**config.mk**
```make
export PLATFORM = sky130hd
export DESIGN_NAME = iwd_decoder
export DESIGN_NICKNAME = d
export VERILOG_FILES = /design/src/hdl/iwd_pkg.sv /design/src/hdl/iwd_if.sv /design/src/hdl/iwd_field_extract.sv /design/src/hdl/iwd_cycle_count.sv /design/src/hdl/iwd_decoder.sv
export VERILOG_INCLUDE_DIRS = /design/src /design/src/hdl
export SDC_FILE = /design/constraint.sdc
export NUM_CORES = 1
export LEC_CHECK = 0
export BUFFER_PORTS_ARGS = -buffer_cell sky130_fd_sc_hd__buf_4
export CORE_MARGIN = 4
export CORE_UTILIZATION = 45
export DETAILED_ROUTE_END_ITERATION = 8
export GPL_TIMING_DRIVEN = 0
export PLACE_DENSITY = 0.88
export SLEW_MARGIN = 10
export SYNTH_ARGS = -nofsm -noshare
export SYNTH_HDL_FRONTEND = slang
export SYNTH_SLANG_ARGS = --single-unit
```
**constraint.sdc**
```tcl
create_clock -name clk_sys -period 1.5 [get_ports clk_sys]
set_input_delay 0.225 -clock clk_sys [delete_from_list [all_inputs] [get_ports clk_sys]]
set_output_delay 0.225 -clock clk_sys [all_outputs]
set_load 0.03 [all_outputs]
```
**src/hdl/iwd_defs.svh**
```systemverilog
// Instruction word decoder constants: opcodes, field positions, cycle counts.
// Assumes inclusion by bare name from the field extract, cycle count and decoder top source files.
`ifndef IWD_DEFS_SVH
`define IWD_DEFS_SVH

// Field positions; bit 0 of the word is index 17 of the vector
`define IWD_OP_HI 17
`define IWD_OP_LO 14
`define IWD_IND_BIT 13
`define IWD_IDX_BIT 12
`define IWD_SUB_HI 13
`define IWD_SUB_LO 12
`define IWD_PAGE_ADDR_HI 11
`define IWD_BANK_ADDR_HI 12
`define IWD_MICRO_HI 13

// Operation codes in bits 0-3
`define IWD_OP_CALL 4'h0
`define IWD_OP_STORE 4'h1
`define IWD_OP_JSUB 4'h2
`define IWD_OP_ZERO 4'h3
`define IWD_OP_LOAD 4'h4
`define IWD_OP_XOR 4'h5
`define IWD_OP_ADD1 4'h6
`define IWD_OP_ADD2 4'h7
`define IWD_OP_EXEC 4'h8
`define IWD_OP_INCSKIP 4'h9
`define IWD_OP_AND 4'hA
`define IWD_OP_SKIPNE 4'hB
`define IWD_OP_JUMP 4'hC
`define IWD_OP_EAU 4'hD
`define IWD_OP_GRP7 4'hE
`define IWD_OP_OPR 4'hF
// Bits 4-5 inside the 1110 group
`define IWD_SUB_IOT 2'h0
`define IWD_SUB_INDEX 2'h2

// Auto-increment locations
`define IWD_AUTOINC_LO 13'h0008
`define IWD_AUTOINC_HI 13'h000F

// Machine cycle counts
`define IWD_CYC_MREF 4'h2
`define IWD_CYC_LOAD 4'h2
`define IWD_CYC_STORE 4'h2
`define IWD_CYC_ONE 4'h1
`define IWD_CYC_THREE 4'h3
`define IWD_CYC_OPR 4'h1
`define IWD_CYC_IOT_MIN 4'h2
`define IWD_CYC_EAU_SHORT 4'h1
`define IWD_CYC_EAU_LONG 4'h3
`define IWD_CYC_INDEX 4'h2
`define IWD_CYC_INDIRECT 4'h1
`define IWD_CYC_AUTOINC 4'h2

`endif

```
**src/hdl/iwd_pkg.sv**
```systemverilog
// Types shared by the instruction word decoder modules.
// Assumes nothing beyond a SystemVerilog compiler.
`default_nettype none
package iwd_pkg;
   typedef logic [17:0] iwd_word_t;
   typedef enum logic [2:0] {
      IWD_CLS_MEMREF,
      IWD_CLS_EAU,
      IWD_CLS_IOT,
      IWD_CLS_INDEX,
      IWD_CLS_OPERATE,
      IWD_CLS_ILLEGAL
   } iwd_class_t;
endpackage : iwd_pkg
`default_nettype wire

```
**src/hdl/iwd_if.sv**
```systemverilog
// Decoded fields passed between the decoder top and its two helpers.
// Assumes iwd_pkg is compiled first.
`default_nettype none
interface iwd_if;
   iwd_pkg::iwd_word_t word;
   logic bank_mode;
   iwd_pkg::iwd_class_t cls;
   logic [3:0] opcode;
   logic indirect;
   logic index_add;
   logic [12:0] oper_addr;
   logic [13:0] micro;
   logic autoinc;
   logic [3:0] cycles;
   logic eau_var;

   modport top (output word, bank_mode, input cls, opcode, indirect,
      index_add, oper_addr, micro, autoinc, cycles, eau_var);
   modport extract (input word, bank_mode, output cls, opcode, indirect,
      index_add, oper_addr, micro, autoinc);
   modport count (input word, cls, opcode, indirect, autoinc,
      output cycles, eau_var);
endinterface : iwd_if
`default_nettype wire

```
**src/hdl/iwd_field_extract.sv**
```systemverilog
// Combinational class and field extraction from one instruction word.
// Assumes the word and addressing mode are stable for the cycle.
`include "iwd_defs.svh"
`default_nettype none
module iwd_field_extract (
   iwd_if.extract f
);
   logic [3:0] op;
   logic [1:0] sub;

   always_comb begin
      op = f.word[`IWD_OP_HI:`IWD_OP_LO];
      sub = f.word[`IWD_SUB_HI:`IWD_SUB_LO];
      f.opcode = op;
      f.micro = f.word[`IWD_MICRO_HI:0];
      f.cls = iwd_pkg::IWD_CLS_MEMREF;
      if (op == `IWD_OP_EAU) begin
         f.cls = iwd_pkg::IWD_CLS_EAU;
      end else if (op == `IWD_OP_OPR) begin
         f.cls = iwd_pkg::IWD_CLS_OPERATE;
      end else if (op == `IWD_OP_GRP7) begin
         if (sub == `IWD_SUB_IOT) begin
            f.cls = iwd_pkg::IWD_CLS_IOT;
         end else if (sub == `IWD_SUB_INDEX) begin
            f.cls = iwd_pkg::IWD_CLS_INDEX;
         end else begin
            f.cls = iwd_pkg::IWD_CLS_ILLEGAL;
         end
      end
      // Only memory-reference words carry addressing fields
      f.indirect = 1'b0;
      f.index_add = 1'b0;
      f.oper_addr = 13'h0000;
      if (f.cls == iwd_pkg::IWD_CLS_MEMREF) begin
         f.indirect = f.word[`IWD_IND_BIT];
         if (f.bank_mode) begin
            f.oper_addr = f.word[`IWD_BANK_ADDR_HI:0];
         end else begin
            f.index_add = f.word[`IWD_IDX_BIT];
            f.oper_addr = {1'b0, f.word[`IWD_PAGE_ADDR_HI:0]};
         end
      end
      f.autoinc = f.indirect && (f.oper_addr >= `IWD_AUTOINC_LO)
         && (f.oper_addr <= `IWD_AUTOINC_HI);
   end
endmodule : iwd_field_extract
`default_nettype wire

```
**src/hdl/iwd_cycle_count.sv**
```systemverilog
// Combinational machine-cycle count for one decoded word.
// Assumes fields come from iwd_field_extract in the same cycle.
`include "iwd_defs.svh"
`default_nettype none
module iwd_cycle_count (
   iwd_if.count c
);
   logic [3:0] base;

   always_comb begin
      base = `IWD_CYC_MREF;
      c.eau_var = 1'b0;
      case (c.cls)
         iwd_pkg::IWD_CLS_OPERATE: base = `IWD_CYC_OPR;
         // Transfer length grows with the low pulse bits set
         iwd_pkg::IWD_CLS_IOT: base = `IWD_CYC_IOT_MIN
            + {3'h0, c.word[1]} + {3'h0, c.word[0]};
         iwd_pkg::IWD_CLS_INDEX: base = `IWD_CYC_INDEX;
         iwd_pkg::IWD_CLS_EAU: begin
            base = c.word[`IWD_IND_BIT] ? `IWD_CYC_EAU_LONG
               : `IWD_CYC_EAU_SHORT;
            c.eau_var = 1'b1;
         end
         iwd_pkg::IWD_CLS_MEMREF: begin
            case (c.opcode)
               `IWD_OP_LOAD: base = `IWD_CYC_LOAD;
               `IWD_OP_STORE: base = `IWD_CYC_STORE;
               `IWD_OP_EXEC, `IWD_OP_JUMP: base = `IWD_CYC_ONE;
               `IWD_OP_INCSKIP, `IWD_OP_ADD1: base = `IWD_CYC_THREE;
               default: base = `IWD_CYC_MREF;
            endcase
         end
         default: base = `IWD_CYC_ONE;
      endcase
      c.cycles = base;
      if (c.autoinc) begin
         c.cycles = base + `IWD_CYC_AUTOINC;
      end else if (c.indirect) begin
         c.cycles = base + `IWD_CYC_INDIRECT;
      end
   end
endmodule : iwd_cycle_count
`default_nettype wire

```
**src/hdl/iwd_decoder.sv**
```systemverilog
// Instruction word decoder top: registers decoded words for the sequencer
// and resolves a single level of indirection.
// Assumes fetch and sequencer logic run on clk_sys; no synchronisers needed.
//
// Summary of operation
// - Every word is either memory-reference or augmented.
// - Bits 0-3 give the opcode, selecting one of 13 memory instructions.
// - Page mode: bit 4 indirect, bit 5 index add, address bits 6-17.
// - Bank mode: bit 4 indirect, address bits 5-17, never indexed.
// - Bits 0-3 equal to octal 64 mean extended arithmetic.
// - Bits 0-5 octal 70 is io transfer, octal 72 is index.
// - Bits 0-3 equal to octal 74 mean operate.
// - Combined micro-functions of one group all run in its time.
// - Operate 1, io 2-4, arithmetic 1 or 3 plus variable, index 2.
// - Indirect addressing costs one extra machine cycle.
// - Only one indirection level; fetched word is the final address.
// - Indirect through an auto-increment location costs two extra cycles.
// - Load, octal 20, two cycles, memory word into working register.
// - Store is decoded from octal 04 and takes two cycles.
// - Store writes working register to memory, register left unchanged.
`include "iwd_defs.svh"
`default_nettype none
module iwd_decoder (
   // Clock and reset
   input wire logic clk_sys,
   input wire logic rstn,
   // Fetch side
   input wire logic instr_valid,
   input wire logic [17:0] instr_word,
   input wire logic bank_mode,
   output logic dec_busy,
   // Indirect word return from memory
   input wire logic ind_valid,
   input wire logic [17:0] ind_word,
   // Decoded word to the sequencer
   output logic dec_valid,
   output iwd_pkg::iwd_class_t dec_class,
   output logic [3:0] dec_opcode,
   output logic dec_indirect,
   output logic dec_index_add,
   output logic dec_autoinc,
   output logic [12:0] dec_oper_addr,
   output logic [13:0] dec_micro,
   output logic [3:0] dec_cycles,
   output logic dec_eau_var,
   output logic dec_illegal,
   // Data movement for the memory-reference instruction
   output logic dec_mem_read,
   output logic dec_mem_write,
   output logic dec_write_zero,
   output logic dec_wreg_load,
   output logic dec_wreg_to_mem,
   // Effective address
   output logic ea_valid,
   output logic [12:0] ea_addr
);
   typedef enum logic {
      IWD_S_IDLE,
      IWD_S_WAIT_IND
   } iwd_state_t;

   iwd_if f();

   iwd_field_extract u_extract (
      .f(f)
   );

   iwd_cycle_count u_count (
      .c(f)
   );

   assign f.word = instr_word;
   assign f.bank_mode = bank_mode;

   iwd_state_t state;
   iwd_state_t next_state;

   // Decoded word registers
   logic next_dec_valid;
   iwd_pkg::iwd_class_t next_dec_class;
   logic [3:0] next_dec_opcode;
   logic next_dec_indirect;
   logic next_dec_index_add;
   logic next_dec_autoinc;
   logic [12:0] next_dec_oper_addr;
   logic [13:0] next_dec_micro;
   logic [3:0] next_dec_cycles;
   logic next_dec_eau_var;
   logic next_dec_illegal;
   logic next_dec_mem_read;
   logic next_dec_mem_write;
   logic next_dec_write_zero;
   logic next_dec_wreg_load;
   logic next_dec_wreg_to_mem;
   logic next_dec_busy;
   logic next_ea_valid;
   logic [12:0] next_ea_addr;

   // Memory-movement decode of the current word
   logic is_mref;
   logic rd;
   logic wr;
   logic wz;
   logic wl;
   logic ws;
   logic take;

   always_comb begin
      is_mref = (f.cls == iwd_pkg::IWD_CLS_MEMREF);
      rd = 1'b0;
      wr = 1'b0;
      wz = 1'b0;
      wl = 1'b0;
      ws = 1'b0;
      if (is_mref) begin
         case (f.opcode)
            `IWD_OP_LOAD: begin
               rd = 1'b1;
               wl = 1'b1;
            end
            `IWD_OP_STORE: begin
               wr = 1'b1;
               ws = 1'b1;
            end
            `IWD_OP_ZERO: begin
               wr = 1'b1;
               wz = 1'b1;
            end
            `IWD_OP_XOR, `IWD_OP_ADD1, `IWD_OP_ADD2, `IWD_OP_AND: begin
               rd = 1'b1;
               wl = 1'b1;
            end
            `IWD_OP_INCSKIP: begin
               rd = 1'b1;
               wr = 1'b1;
            end
            `IWD_OP_SKIPNE, `IWD_OP_EXEC: begin
               rd = 1'b1;
            end
            `IWD_OP_CALL, `IWD_OP_JSUB: begin
               wr = 1'b1;
            end
            `IWD_OP_JUMP: begin
               rd = 1'b0;
            end
            default: begin
               rd = 1'b0;
            end
         endcase
      end
   end

   // A word is only taken while no indirect fetch is outstanding
   assign take = instr_valid && (state == IWD_S_IDLE);

   // Handshake group: wait state, strobes and effective address
   always_comb begin
      next_state = state;
      next_dec_busy = dec_busy;
      next_dec_valid = 1'b0;
      next_ea_valid = 1'b0;
      next_ea_addr = ea_addr;
      case (state)
         IWD_S_IDLE: begin
            if (take) begin
               next_dec_valid = 1'b1;
               if (is_mref && f.indirect) begin
                  next_state = IWD_S_WAIT_IND;
                  next_dec_busy = 1'b1;
               end else if (is_mref) begin
                  next_ea_valid = 1'b1;
                  next_ea_addr = f.oper_addr;
               end
            end
         end
         IWD_S_WAIT_IND: begin
            // Busy drops with the address strobe; fetch may offer next edge
            if (ind_valid) begin
               // Fetched word is final; its own bit 4 is never honoured
               next_ea_valid = 1'b1;
               next_ea_addr = ind_word[`IWD_BANK_ADDR_HI:0];
               next_dec_busy = 1'b0;
               next_state = IWD_S_IDLE;
            end
         end
         default: begin
            // Unused encoding: fall back to idle and free the fetch side
            next_state = IWD_S_IDLE;
            next_dec_busy = 1'b0;
         end
      endcase
   end

   // Field group: loaded from a taken word, held until the next one
   always_comb begin
      next_dec_class = dec_class;
      next_dec_opcode = dec_opcode;
      next_dec_indirect = dec_indirect;
      next_dec_index_add = dec_index_add;
      next_dec_autoinc = dec_autoinc;
      next_dec_oper_addr = dec_oper_addr;
      next_dec_micro = dec_micro;
      next_dec_cycles = dec_cycles;
      next_dec_eau_var = dec_eau_var;
      next_dec_illegal = dec_illegal;
      if (take) begin
         next_dec_class = f.cls;
         next_dec_opcode = f.opcode;
         next_dec_indirect = f.indirect;
         next_dec_index_add = f.index_add;
         next_dec_autoinc = f.autoinc;
         next_dec_oper_addr = f.oper_addr;
         // Whole code field passes at once so combined codes
         // all execute inside the group's single time slot
         next_dec_micro = is_mref ? 14'h0000 : f.micro;
         next_dec_cycles = f.cycles;
         next_dec_eau_var = f.eau_var;
         // Illegal words still pulse dec_valid so the sequencer can trap
         next_dec_illegal = (f.cls == iwd_pkg::IWD_CLS_ILLEGAL);
      end
   end

   // Movement group: levels, so the sequencer qualifies them by dec_valid
   always_comb begin
      next_dec_mem_read = dec_mem_read;
      next_dec_mem_write = dec_mem_write;
      next_dec_write_zero = dec_write_zero;
      next_dec_wreg_load = dec_wreg_load;
      next_dec_wreg_to_mem = dec_wreg_to_mem;
      if (take) begin
         next_dec_mem_read = rd;
         next_dec_mem_write = wr;
         next_dec_write_zero = wz;
         next_dec_wreg_load = wl;
         next_dec_wreg_to_mem = ws;
      end
   end

   // Handshake registers; reset drops any indirect fetch in flight
   always_ff @(posedge clk_sys or negedge rstn) begin
      if (!rstn) begin
         state <= IWD_S_IDLE;
         dec_busy <= 1'b0;
         dec_valid <= 1'b0;
         ea_valid <= 1'b0;
         ea_addr <= 13'h0000;
      end else begin
         state <= next_state;
         dec_busy <= next_dec_busy;
         dec_valid <= next_dec_valid;
         ea_valid <= next_ea_valid;
         ea_addr <= next_ea_addr;
      end
   end

   // Field registers; only a taken word changes them
   always_ff @(posedge clk_sys or negedge rstn) begin
      if (!rstn) begin
         dec_class <= iwd_pkg::IWD_CLS_MEMREF;
         dec_opcode <= 4'h0;
         dec_indirect <= 1'b0;
         dec_index_add <= 1'b0;
         dec_autoinc <= 1'b0;
         dec_oper_addr <= 13'h0000;
         dec_micro <= 14'h0000;
         dec_cycles <= 4'h0;
         dec_eau_var <= 1'b0;
         dec_illegal <= 1'b0;
      end else begin
         dec_class <= next_dec_class;
         dec_opcode <= next_dec_opcode;
         dec_indirect <= next_dec_indirect;
         dec_index_add <= next_dec_index_add;
         dec_autoinc <= next_dec_autoinc;
         dec_oper_addr <= next_dec_oper_addr;
         dec_micro <= next_dec_micro;
         dec_cycles <= next_dec_cycles;
         dec_eau_var <= next_dec_eau_var;
         dec_illegal <= next_dec_illegal;
      end
   end

   // Movement strobe registers
   always_ff @(posedge clk_sys or negedge rstn) begin
      if (!rstn) begin
         dec_mem_read <= 1'b0;
         dec_mem_write <= 1'b0;
         dec_write_zero <= 1'b0;
         dec_wreg_load <= 1'b0;
         dec_wreg_to_mem <= 1'b0;
      end else begin
         dec_mem_read <= next_dec_mem_read;
         dec_mem_write <= next_dec_mem_write;
         dec_write_zero <= next_dec_write_zero;
         dec_wreg_load <= next_dec_wreg_load;
         dec_wreg_to_mem <= next_dec_wreg_to_mem;
      end
   end
endmodule : iwd_decoder
`default_nettype wire

```
# Yosys cells after proc, flatten, opt, wreduce, memory -nomap -nowiden
# Index checks and enable logic that the tools add are counted.
[word_totals] reg_bits=65 output_inout_bits=64
[classes] addsub=4 order_cmp=2 eq_ne=25 n_mux=47 n_bitwise=1 reduce_logical=14
[ops] operator="13-bit two-way mux" n=6
[ops] operator="4-bit == test, second input constant" n=8
[ops] operator="1-bit two-way mux" n=26
[ops] operator="13-bit case mux with 2 select lines" n=1
[ops] operator="4-bit by 3-bit == test with 1-bit output, second input constant" n=4
[ops] operator="4-bit case mux with 4 select lines" n=1
[ops] operator="3-bit two-way mux" n=5
[ops] operator="14-bit two-way mux" n=1
[ops] operator="13-bit by 4-bit >= comparator with 1-bit output, second input constant" n=1
[ops] operator="13-bit by 4-bit less-or-equal comparator with 1-bit output, second input constant" n=1
[ops] operator="5-bit OR reduction" n=2
[ops] operator="4-bit by 2-bit == test with 1-bit output, second input constant" n=2
[ops] operator="4-bit two-way mux" n=2
[ops] operator="2-bit != test, second input constant" n=4
[ops] operator="8-bit OR reduction" n=1
[ops] operator="3-bit by 2-bit == test with 1-bit output, second input constant" n=2
[ops] operator="1-bit case mux with 2 select lines" n=3
[ops] operator="4-bit by 1-bit adder with 4-bit output" n=1
[ops] operator="4-bit by 1-bit adder with 4-bit output, second input constant" n=1
[ops] operator="4-bit by 2-bit adder with 4-bit output, second input constant" n=1
[ops] operator="4-bit by 1-bit == test with 1-bit output, second input constant" n=1
[ops] operator="1-bit logical AND" n=4
[ops] operator="4-bit logical NOT" n=1
[ops] operator="2-bit case mux with 2 select lines" n=1
[ops] operator="other kinds (12)" n=13

# Longest topological paths before layout
# Gate-level depths: netlist (run 1).
[depth] ltp_word=12 mapped_depth=8 depth_no_buf=8

# Hierarchy
# A second synthesis (run 1) with hierarchy kept.
[hier_totals] cells_unflattened=335 hier_area_um2=3360.7
[modules_own_cells] module="iwd_decoder" instances=1 cells_per_inst=256 area_per_inst_um2=2773.9 seq_area_each_um2=1626.6
[modules_own_cells] module="iwd_field_extract" instances=1 cells_per_inst=48 area_per_inst_um2=355.3 seq_area_each_um2=0.0
[modules_own_cells] module="iwd_cycle_count" instances=1 cells_per_inst=31 area_per_inst_um2=231.5 seq_area_each_um2=0.0

# Least setup slack after synthesis (run 1)
# No wires, ideal clock.
[synth_path] path_kind="input to register" from="input port instr_word[16]" to="register dec_cycles[1]" arrival_time_ns=1.735 path_slack_ns=-0.366 stages=8 path_cell_list="inv_1 -> ha_1 -> nor2b_1 -> nor2_1 -> or3_1 -> ha_1 -> o31ai_1 -> o31ai_1"
[synth_between] elab_chain_cells=10 word_cells_on_any_way=28 cone_classes="2 x add/sub; 2 x order compare; 10 x eq/ne; 9 x mux; 5 x reduce/logical"
[synth_lines] element="start: declaration" line_no="iwd_decoder.sv:29" rtl="input wire logic [17:0] instr_word,"
[synth_lines] element="4-bit == test (no source line)"
[synth_lines] element="3-bit two-way mux" line_no="iwd_field_extract.sv:21" rtl="end else if (op == `IWD_OP_GRP7) begin"
[synth_lines] element="3-bit two-way mux" line_no="iwd_field_extract.sv:19" rtl="end else if (op == `IWD_OP_OPR) begin"
[synth_lines] element="3-bit two-way mux" line_no="iwd_field_extract.sv:17" rtl="if (op == `IWD_OP_EAU) begin"
[synth_lines] element="3-bit logical NOT" line_no="iwd_field_extract.sv:34, iwd_cycle_count.sv:13"
[synth_lines] element="13-bit two-way mux" line_no="iwd_field_extract.sv:34" rtl="if (f.cls == iwd_pkg::IWD_CLS_MEMREF) begin"
[synth_lines] element="13-bit by 4-bit >= comparator with 1-bit output (no source line)"
[synth_lines] element="1-bit logical AND (2 in series)" line_no="iwd_field_extract.sv:43" rtl="f.autoinc = f.indirect && (f.oper_addr >= `IWD_AUTOINC_LO)"
[synth_lines] element="4-bit two-way mux (*)" line_no="iwd_cycle_count.sv:36" rtl="if (c.autoinc) begin"
[synth_lines] element="end signal: assignment" line_no="iwd_decoder.sv:277" rtl="dec_cycles <= next_dec_cycles;"
[synth_lines] element="end: declaration" line_no="iwd_decoder.sv:44" rtl="output logic [3:0] dec_cycles,"
# Every way passes the cells marked *; elsewhere a longest branch is shown, timed or not.
# A chain may end at the register's enable or synchronous reset.

# Worst setup path after layout (run 1)
[layout_path] from="input port instr_word[16]" to="register dec_cycles[2]"
# The elaborated chain is that of the path after synthesis.

==> metrics, run 1 <==
run status=completed; total length of routed wires=8.79 mm; Clk Latency, worst-skew pair=340 ps; unrepaired setup endpoints after global routing=false; Hold Slack=90.1 ps; post-synthesis instance total=312; Max clock buf depth=2; final hold viol count=0; largest net degree at the start of global routing=66; 1st-pass router iterations=5; DP Area=3880 um2; syn nets=361; via count=2829; HPWL after detailed placement=6.47 mm; GPL Wtd Cong=0.857; setup violators final=0; max-cap violation count=0; H-Tree Depth=3; antenna violations before repair=0; Hold Crit Class=in2reg; CP arrival=1660 ps; ANT cells=0; Reg clk slew, reported paths=70 ps; synth warn=0; design area=4220 um2; Yosys reg bits=65; Max-slew headroom=46.6%; R2R Path End=ea_addr[4]$_DFFE_PN0P_; FF-to-FF path depth=5; PD cells=1300 nW/um2; Worst Hold Depth=2; Port Buffer Count=99; DR iter-0 viols=260; Setup CP Type=in2reg; DRC Markers=0; crit end category=register; Leak Pwr=2.08 nW; distinct cell type count after synthesis=39; Placed Instances=488; CTS tree=done; Avg WL per Cell=17.3 um; CP startpoint kind=input pin; vias in the first global route=2704; mapped cell area=2960 um2; peak supply drop=0.000792 V; share of layout cells above drive strength 1=36.2%; Worst Tran Pin Value=801 ps; first-pass GRT wire length=13.4 mm; register area share after synthesis=54.9%; grt ovf=0; CP Max Fanout=4; initial core utilization=46.4%; non-filler cells in the finished layout=508; area grow syn2layout=42.7%; die area=7940 um2; # IOs=105; Core Area=6390 um2; chip width=89.1 um; clk_skew=5.88 ps; Die H=89.1 um; reg2reg setup slack=80 ps; syn_area_per_cell=9.49 um2; Hold Crit Start=ind_valid; Row Count=29; CTS Sinks=65; root buf cell=clkbuf_8; Vias/cell=5.57; Routed Antenna Nets=0; fin nets=475; Post-Route Utilization=66.1%; crit share post-route=96.1%; post-route minimum period=1440 ps; Hold Path End=state$_DFF_PN0_; maximum clock frequency=0.693 GHz; GRT Util Overall=22.4%; Num CTS Buffers=9; Slew Limit Fails=0; reg2reg start=state$_DFF_PN0_; critical path required time=1720 ps
worst max path at each step:
stage	start	endpoint	slack, ps
floorplan	instr_word[16]	dec_cycles[1]$_DFFE_PN0P_	-240
global placement	instr_word[16]	dec_cycles[1]$_DFFE_PN0P_	-480
detailed placement	instr_word[16]	dec_cycles[1]$_DFFE_PN0P_	-530
CTS	instr_word[13]	dec_cycles[1]$_DFFE_PN0P_	1
global route	state$_DFF_PN0_	ea_addr[4]$_DFFE_PN0P_	3
finish	instr_word[16]	dec_cycles[2]$_DFFE_PN0P_	60
metal layers:
layer / vias to the layer above / part of all wire, % / global-route usage, %
li1: 1310 / - / -
met1: 1356 / 41 / 30.3
met2: 137 / 48 / 34.6
met3: 26 / 9.0 / 5.44
met4: 0 / 2.9 / 9.47
met5: - / 0 / 0
synthesized netlist by cell type:
| library cell | count | area [um2] |
|---|---|---|
| a211oi_1 | 1 | 7.51 |
| a21boi_0 | 1 | 7.51 |
| a21oi_1 | 1 | 5.00 |
| a22o_1 | 1 | 8.76 |
| a2bb2oi_1 | 2 | 17.5 |
| a311oi_1 | 1 | 8.76 |
| a31oi_1 | 2 | 12.5 |
| a32o_1 | 3 | 30.0 |
| and2_1 | 1 | 6.26 |
| and3b_1 | 1 | 8.76 |
| and4_1 | 1 | 8.76 |
| buf_1 | 2 | 7.51 |
| buf_2 | 7 | 35.0 |
| buf_6 | 1 | 11.3 |
| clkbuf_1 | 14 | 52.6 |
| dfrtp_1 | 65 | 1630 |
| ha_1 | 8 | 100 |
| inv_1 | 7 | 26.3 |
| nand2_1 | 92 | 345 |
| nand2b_1 | 2 | 12.5 |
| nand3_1 | 15 | 75.1 |
| nand4_1 | 1 | 6.26 |
| nand4bb_1 | 1 | 11.3 |
| nor2_1 | 8 | 30.0 |
| nor2b_1 | 5 | 31.3 |
| nor3_1 | 1 | 5.00 |
| nor4_1 | 1 | 6.26 |
| nor4b_1 | 1 | 8.76 |
| nor4bb_1 | 1 | 10.0 |
| o2111ai_1 | 2 | 17.5 |
| o211ai_1 | 13 | 97.6 |
| o21a_1 | 13 | 97.6 |
| o21ai_0 | 26 | 130 |
| o22ai_1 | 2 | 12.5 |
| o31a_1 | 1 | 8.76 |
| o31ai_1 | 4 | 30.0 |
| o32a_4 | 1 | 22.5 |
| o41ai_1 | 1 | 8.76 |
| or3_1 | 2 | 12.5 |
critical path: stages:
cell and delay, ps:
buf_8 100, inv_6 40, ha_4 160, nor2b_4 120, buf_4 130, o32a_4 380
ha_4 160, a311oi_2 240, o31ai_1 110
state kept, by name, summed over array words and instances, names as in the netlist, 3 cells and up:
name           cells
dec_class          3
dec_cycles         4
dec_micro         14
dec_opcode         4
dec_oper_addr     13
ea_addr           13
report_power, final:
group	internal, W	leakage (nW)	switching (W)
logic	0.000642	1.15	0.00105
registers	0.00201	0.823	0.000156
clock network	0.000934	0.109	0.000706
cell type report:
class,count,area (um2)
sequential,65,1630
clock inverter,7,95.1
timing repair buffer,107,817
buffer,20,124
inverter,7,31.3
multi-input combinational,216,1310
tap,77,96.3
fill,517,2160
clock buffer,9,124
through the flow:
stage	total power (W)	setup TNS, ps	setup WS [ps]
2_1_floorplan	0.00313	-365	-238
3_3_place_gp	0.00379	-10990	-475
3_5_place_dp	0.00384	-12870	-534
4_1_cts	0.00549	0	1.33
5_1_grt	0.00574	0	3.14
6_report	0.00550	0	57.8
logic make-up after synthesis:
family / Yosys count / synth area share, %
adders and majority gates: 8 / 3.38
buffers and inverters: 31 / 4.48
and+or+nand+nor: 133 / 19.5
AOI/OAI and AO/OA: 75 / 17.7
DFF: 65 / 54.9
timing repair:
item | 4_1_cts | 5_1_grt
cloned | 0 | 0
hold buffers | 1 | 0
pin swaps | 2 | 7
endpoints found under the setup margin | 63 | 59
buffers inserted | 1 | 6
gates resized for setup | 13 | 26
endpoints found under the hold margin | 58 | 0
layout by cell type (no fill, tap or decap), drive strengths merged, types with 2 or more instances in the layout:
master,instances
o22ai,2
or3,2
clkinv,4
o21ai,26
a31oi,2
o31ai,4
inv,7
nand3,15
o2111ai,2
o211ai,13
nand2b,2
nor2b,5
a2bb2oi,2
clkbuf,20
buf,115
dfrtp,65
o21a,13
ha,8
nand2,92
bufinv,2
a32o,3
nor2,8
No activity file was read; power rests on OpenSTA's default activity.
==> run 2: changes to the inputs <==
- RECOVER_POWER: not set -> 50
==> run 2 against run 1 <==
Against the previous run:
- power is 4.0% lower
- global-route usage stayed put
- sequential power hardly changed
- worst setup slack worse by 4.1 ps
- sequential share of layout area is 2.3 points higher
- non-clock buffer count stayed put
- critical path type unchanged
- largest power group unchanged
- combinational power is 12% lower
- first-iteration DRC count is 6.9% higher
- die area stayed put
- utilization is 3.8 points lower
- cell area is 5.7% lower
==> metrics, run 2 (synthesized netlist as in run 1, its figures left out) <==
Largest register FFs=14; CTS Sinks=65; crit end category=register; clk_skew=4.92 ps; ANT cells=0; GRT Util Overall=22.4%; root buf cell=clkbuf_8; Hold Slack=92.7 ps; first-pass GRT wire length=13.4 mm; unrepaired setup endpoints after global routing=false; Vias/cell=5.58; Post-Route Utilization=62.4%; DRC Markers=0; H-Tree Depth=3; run status=completed; setup violators final=0; most frequent cells in the layout=nand2_1, clkbuf_1, dfrtp_1; Reg clk slew, reported paths=70 ps; Setup WS post-layout=53.7 ps; # IOs=105; post-route minimum period=1450 ps; Int Pwr=0.00337 W; 1st-pass router iterations=5; Row Count=29; Avg WL per Cell=17.4 um; pre-CTS setup slack=-534 ps; Max clock buf depth=2; fin nets=475; biggest regs=dec_micro (14), dec_oper_addr (13), ea_addr (13); Worst Tran Pin Value=878 ps; CP Max Fanout=4; vias in the first global route=2704; Comb pwr share=28.0%; Hold Crit Class=in2reg; Max-slew headroom=41.5%; max-cap violation count=0; Die H=89.1 um; Setup CP Type=in2reg; Clk Latency, worst-skew pair=340 ps; area grow syn2layout=34.6%; DR iter-0 viols=278; antenna violations before repair=0; commonest non-fill, non-tap cell in the layout=nand2_1; Sequential Power Share=40.9%; critical path required time=1720 ps; total length of routed wires=8.85 mm; final hold viol count=0; PD cells=1320 nW/um2; initial core utilization=46.4%; switching power=0.00191 W; grt ovf=0; Leak Pwr=1.83 nW; die area=7940 um2; Biggest register=dec_micro; chip width=89.1 um; crit share post-route=96.4%; Core Area=6390 um2; switch share=36.2%; maximum clock frequency=0.691 GHz; Num CTS Buffers=9; GPL Wtd Cong=0.857; CP startpoint kind=input pin; HPWL after detailed placement=6.47 mm; Slew Limit Fails=0; Port Buffer Count=99; Routed Antenna Nets=0; Clock power frac=31.1%; via count=2837; CTS tree=done; CP arrival=1660 ps; peak supply drop=0.000770 V; share of layout cells above drive strength 1=21.3%; largest net degree at the start of global routing=66
-- run 2: cell count changes in the layout (fill, tap and decap cells not counted) --
cell,before,now
buf_4,107,42
clkbuf_1,3,67
clkbuf_4,1,2
-- run 2: layout make-up --
type,count,area (um2)
plain buffers,20,124
well taps,77,96.3
flip-flops and latches,65,1630
repair buffers,107,577
clock inverters,7,95.1
clock buffers,9,124
multi-input cells,216,1310
fillers,568,2400
inverters,7,31.3
-- run 2: per-layer routing --
layer  GRT usage, %  vias up  share of wire, %
li1               -     1315                 -
met1           30.3     1352                41
met2           34.6      142                47
met3           5.44       28               8.8
met4           9.47        0               3.0
met5              0        -                 0
-- run 2: power groups by stage --
| stage | Combinational (W) | Clock (W) | Sequential [W] |
|---|---|---|---|
| after floorplan | 0.000441 | 0 | 0.00269 |
| after global placement | 0.00161 | 0 | 0.00218 |
| after detailed placement | 0.00165 | 0 | 0.00220 |
| after CTS | 0.00167 | 0.00166 | 0.00216 |
| after global routing | 0.00159 | 0.00174 | 0.00219 |
| final | 0.00148 | 0.00164 | 0.00216 |
-- run 2: path summary, 6_finish.rpt --
path                                           from                            to  slack (ps)  cells after the start
setup / recovery                     instr_word[16]     dec_cycles[2]$_DFFE_PN0P_          50                      9
hold / removal                            ind_valid               state$_DFF_PN0_          90                      2
min in group asynchronous                      rstn  dec_oper_addr[8]$_DFFE_PN0P_         560                      2
setup reg to reg                    state$_DFF_PN0_        ea_addr[4]$_DFFE_PN0P_          80                      5
hold reg to reg            dec_micro[3]$_DFFE_PN0P_      dec_micro[3]$_DFFE_PN0P_         480                      2
max in group asynchronous                      rstn   dec_wreg_to_mem$_DFFE_PN0P_         370                      2
-- run 2: metrics by stage --
| step | power (W) | area [um2] | TNS (ps) | instances |
|---|---|---|---|---|
| final | 0.00528 | 3980 | 0 | 508 |
| after detailed placement | 0.00384 | 3880 | -12870 | 488 |
| after global placement | 0.00379 | 3880 | -10990 | 488 |
| after CTS | 0.00549 | 4130 | 0 | 504 |
| after global routing | 0.00551 | 3980 | 0 | 508 |
| after floorplan | 0.00313 | 3040 | -365 | 312 |
-- run 2: repair_timing --
action / 4_1_cts / 5_1_grt
hold buffers: 1 / 0
hold endpoints to repair: 58 / 0
pin swaps: 2 / 7
buffers inserted: 1 / 6
endpoints found under the setup margin: 63 / 59
gates resized for setup: 13 / 26
-- run 2: worst max-delay path: stages --
cell      delay [ps]
buf_8            100
inv_6             40
ha_4             160
nor2b_4          120
buf_4            130
o32a_4           380
ha_4             160
a311oi_2         240
o31ai_1          110
==> run 3: changes to the inputs <==
- RECOVER_POWER: 50 -> 100
==> run 3 against run 2 <==
Against the previous run:
- count of clock-buffer cells in the layout is the same
- global-route usage is the same
- critical path depth is the same
- maximum frequency grew 1.2%
- utilization is the same
- routed wire length is essentially flat
- highest routed layer unchanged
- clock skew shrank 0.67 ps
- largest cell class unchanged
- sequential share of layout area is the same
- clock power is essentially flat
- largest power group unchanged
- critical path type unchanged
- cell area is the same
- flip-flop and latch count is the same
==> metrics, run 3 (synthesized netlist as in run 1, its figures left out) <==
run status=completed; Largest register FFs=14; HPWL after detailed placement=6.47 mm; Hold Crit Start=ind_valid; most frequent cells in the layout=nand2_1, clkbuf_1, dfrtp_1; unrepaired setup endpoints after global routing=false; post-route minimum period=1430 ps; Setup CP Type=in2reg; via count=2844; Max-slew headroom=41.7%; DR iter-0 viols=242; CP arrival=1650 ps; largest net degree at the start of global routing=66; GRT Util Overall=22.4%; max-cap violation count=0; Core Area=6390 um2; Vias/cell=5.60; critical path launch point=instr_word[16]; Clk Latency, worst-skew pair=340 ps; Avg WL per Cell=17.4 um; 1st-pass router iterations=4; Port Buffer Count=99; DRC Markers=0; chip width=89.1 um; area grow syn2layout=34.6%; Max clock buf depth=2; Hold Crit Class=in2reg; Num CTS Buffers=9; reg2reg start=state$_DFF_PN0_; share of layout cells above drive strength 1=21.3%; Worst Tran Pin Value=875 ps; antenna violations before repair=0; peak supply drop=0.000772 V; Slew Limit Fails=0; Row Count=29; slowest stage delay, CP=380 ps; die area=7940 um2; first-pass GRT wire length=13.4 mm; root buf cell=clkbuf_8; vias in the first global route=2704; Routed Antenna Nets=0; crit share post-route=95.3%; total length of routed wires=8.84 mm; crit-path cells=buf_8, inv_6, ha_4, nor2b_4, buf_4, o32a_4, ha_4, a311oi_2, o31ai_1; biggest regs=dec_micro (14), dec_oper_addr (13), ea_addr (13); grt ovf=0; CP startpoint kind=input pin; initial core utilization=46.4%; delay-heaviest family, CP=compound AO/OA/AOI/OAI gates; Critical Path Slowest Stage Cell=o32a_4; fin nets=475; Reg clk slew, reported paths=70 ps; Hold Slack=88.5 ps; Worst Path Buf+Inv=3; crit end category=register; H-Tree Depth=3; PD cells=1320 nW/um2; CTS Sinks=65; CTS tree=done; Leak Pwr=1.83 nW; CP Max Fanout=4; commonest non-fill, non-tap cell in the layout=nand2_1; clk_skew=4.26 ps; setup violators final=0; # IOs=105; Biggest register=dec_micro; Die H=89.1 um; final hold viol count=0; maximum clock frequency=0.699 GHz; total chip power=0.00527 W; ANT cells=0; critical path required time=1720 ps; GPL Wtd Cong=0.857; crit-path most repeated cell=ha_4
-- run 3: area by class of cell --
| type | count | area, um2 |
|---|---|---|
| Tap cell | 77 | 96.3 |
| Multi-Input combinational cell | 216 | 1310 |
| Clock buffer | 9 | 124 |
| Sequential cell | 65 | 1630 |
| Inverter | 7 | 31.3 |
| Timing Repair Buffer | 107 | 577 |
| Fill cell | 568 | 2400 |
| Clock inverter | 7 | 95.1 |
| Buffer | 20 | 124 |
-- run 3: metal layers --
layer  GRT usage (%)  wire, um  up-vias
li1                -         -     1307
met1            30.3      3670     1373
met2            34.6      4200      139
met3            5.44       717       25
met4            9.47       253        0
met5               0         0        -
-- run 3: metrics by stage --
| stage | area (um2) | setup WS (ps) | TNS [ps] | std cells | util (%) |
|---|---|---|---|---|---|
| 2_1_floorplan | 3040 | -238 | -365 | 312 | - |
| 3_3_place_gp | 3880 | -475 | -10990 | 488 | 60.8 |
| 3_5_place_dp | 3880 | -534 | -12870 | 488 | 60.8 |
| 4_1_cts | 4130 | 1.33 | 0 | 504 | 64.7 |
| 5_1_grt | 3980 | 3.14 | 0 | 508 | 62.4 |
| 6_report | 3980 | 70.2 | 0 | 508 | 62.4 |
-- run 3: path summary, 6_finish.rpt --
path	to	slack [ps]	depth (start not counted)
worst max register to register	ea_addr[4]$_DFFE_PN0P_	80	5
min in group asynchronous	ea_addr[7]$_DFFE_PN0P_	560	2
max in group asynchronous	dec_wreg_to_mem$_DFFE_PN0P_	370	2
worst min-delay path	state$_DFF_PN0_	90	2
worst max-delay path	dec_cycles[2]$_DFFE_PN0P_	70	9
worst min register to register	dec_micro[3]$_DFFE_PN0P_	480	2
-- run 3: repair_timing --
item / CTS / global route
hold endpoints to repair: 58 / 0
hold buffers: 1 / 0
endpoints found under the setup margin: 63 / 59
gates resized for setup: 13 / 26
buffers inserted: 1 / 6
pin swaps: 2 / 7
-- run 3: power by group --
group / switching (W) / leakage (nW) / total, W / internal (W)
clock: 0.000701 / 0.109 / 0.00164 / 0.000934
sequential: 0.000149 / 0.823 / 0.00216 / 0.00201
combinational: 0.00105 / 0.901 / 0.00148 / 0.000424
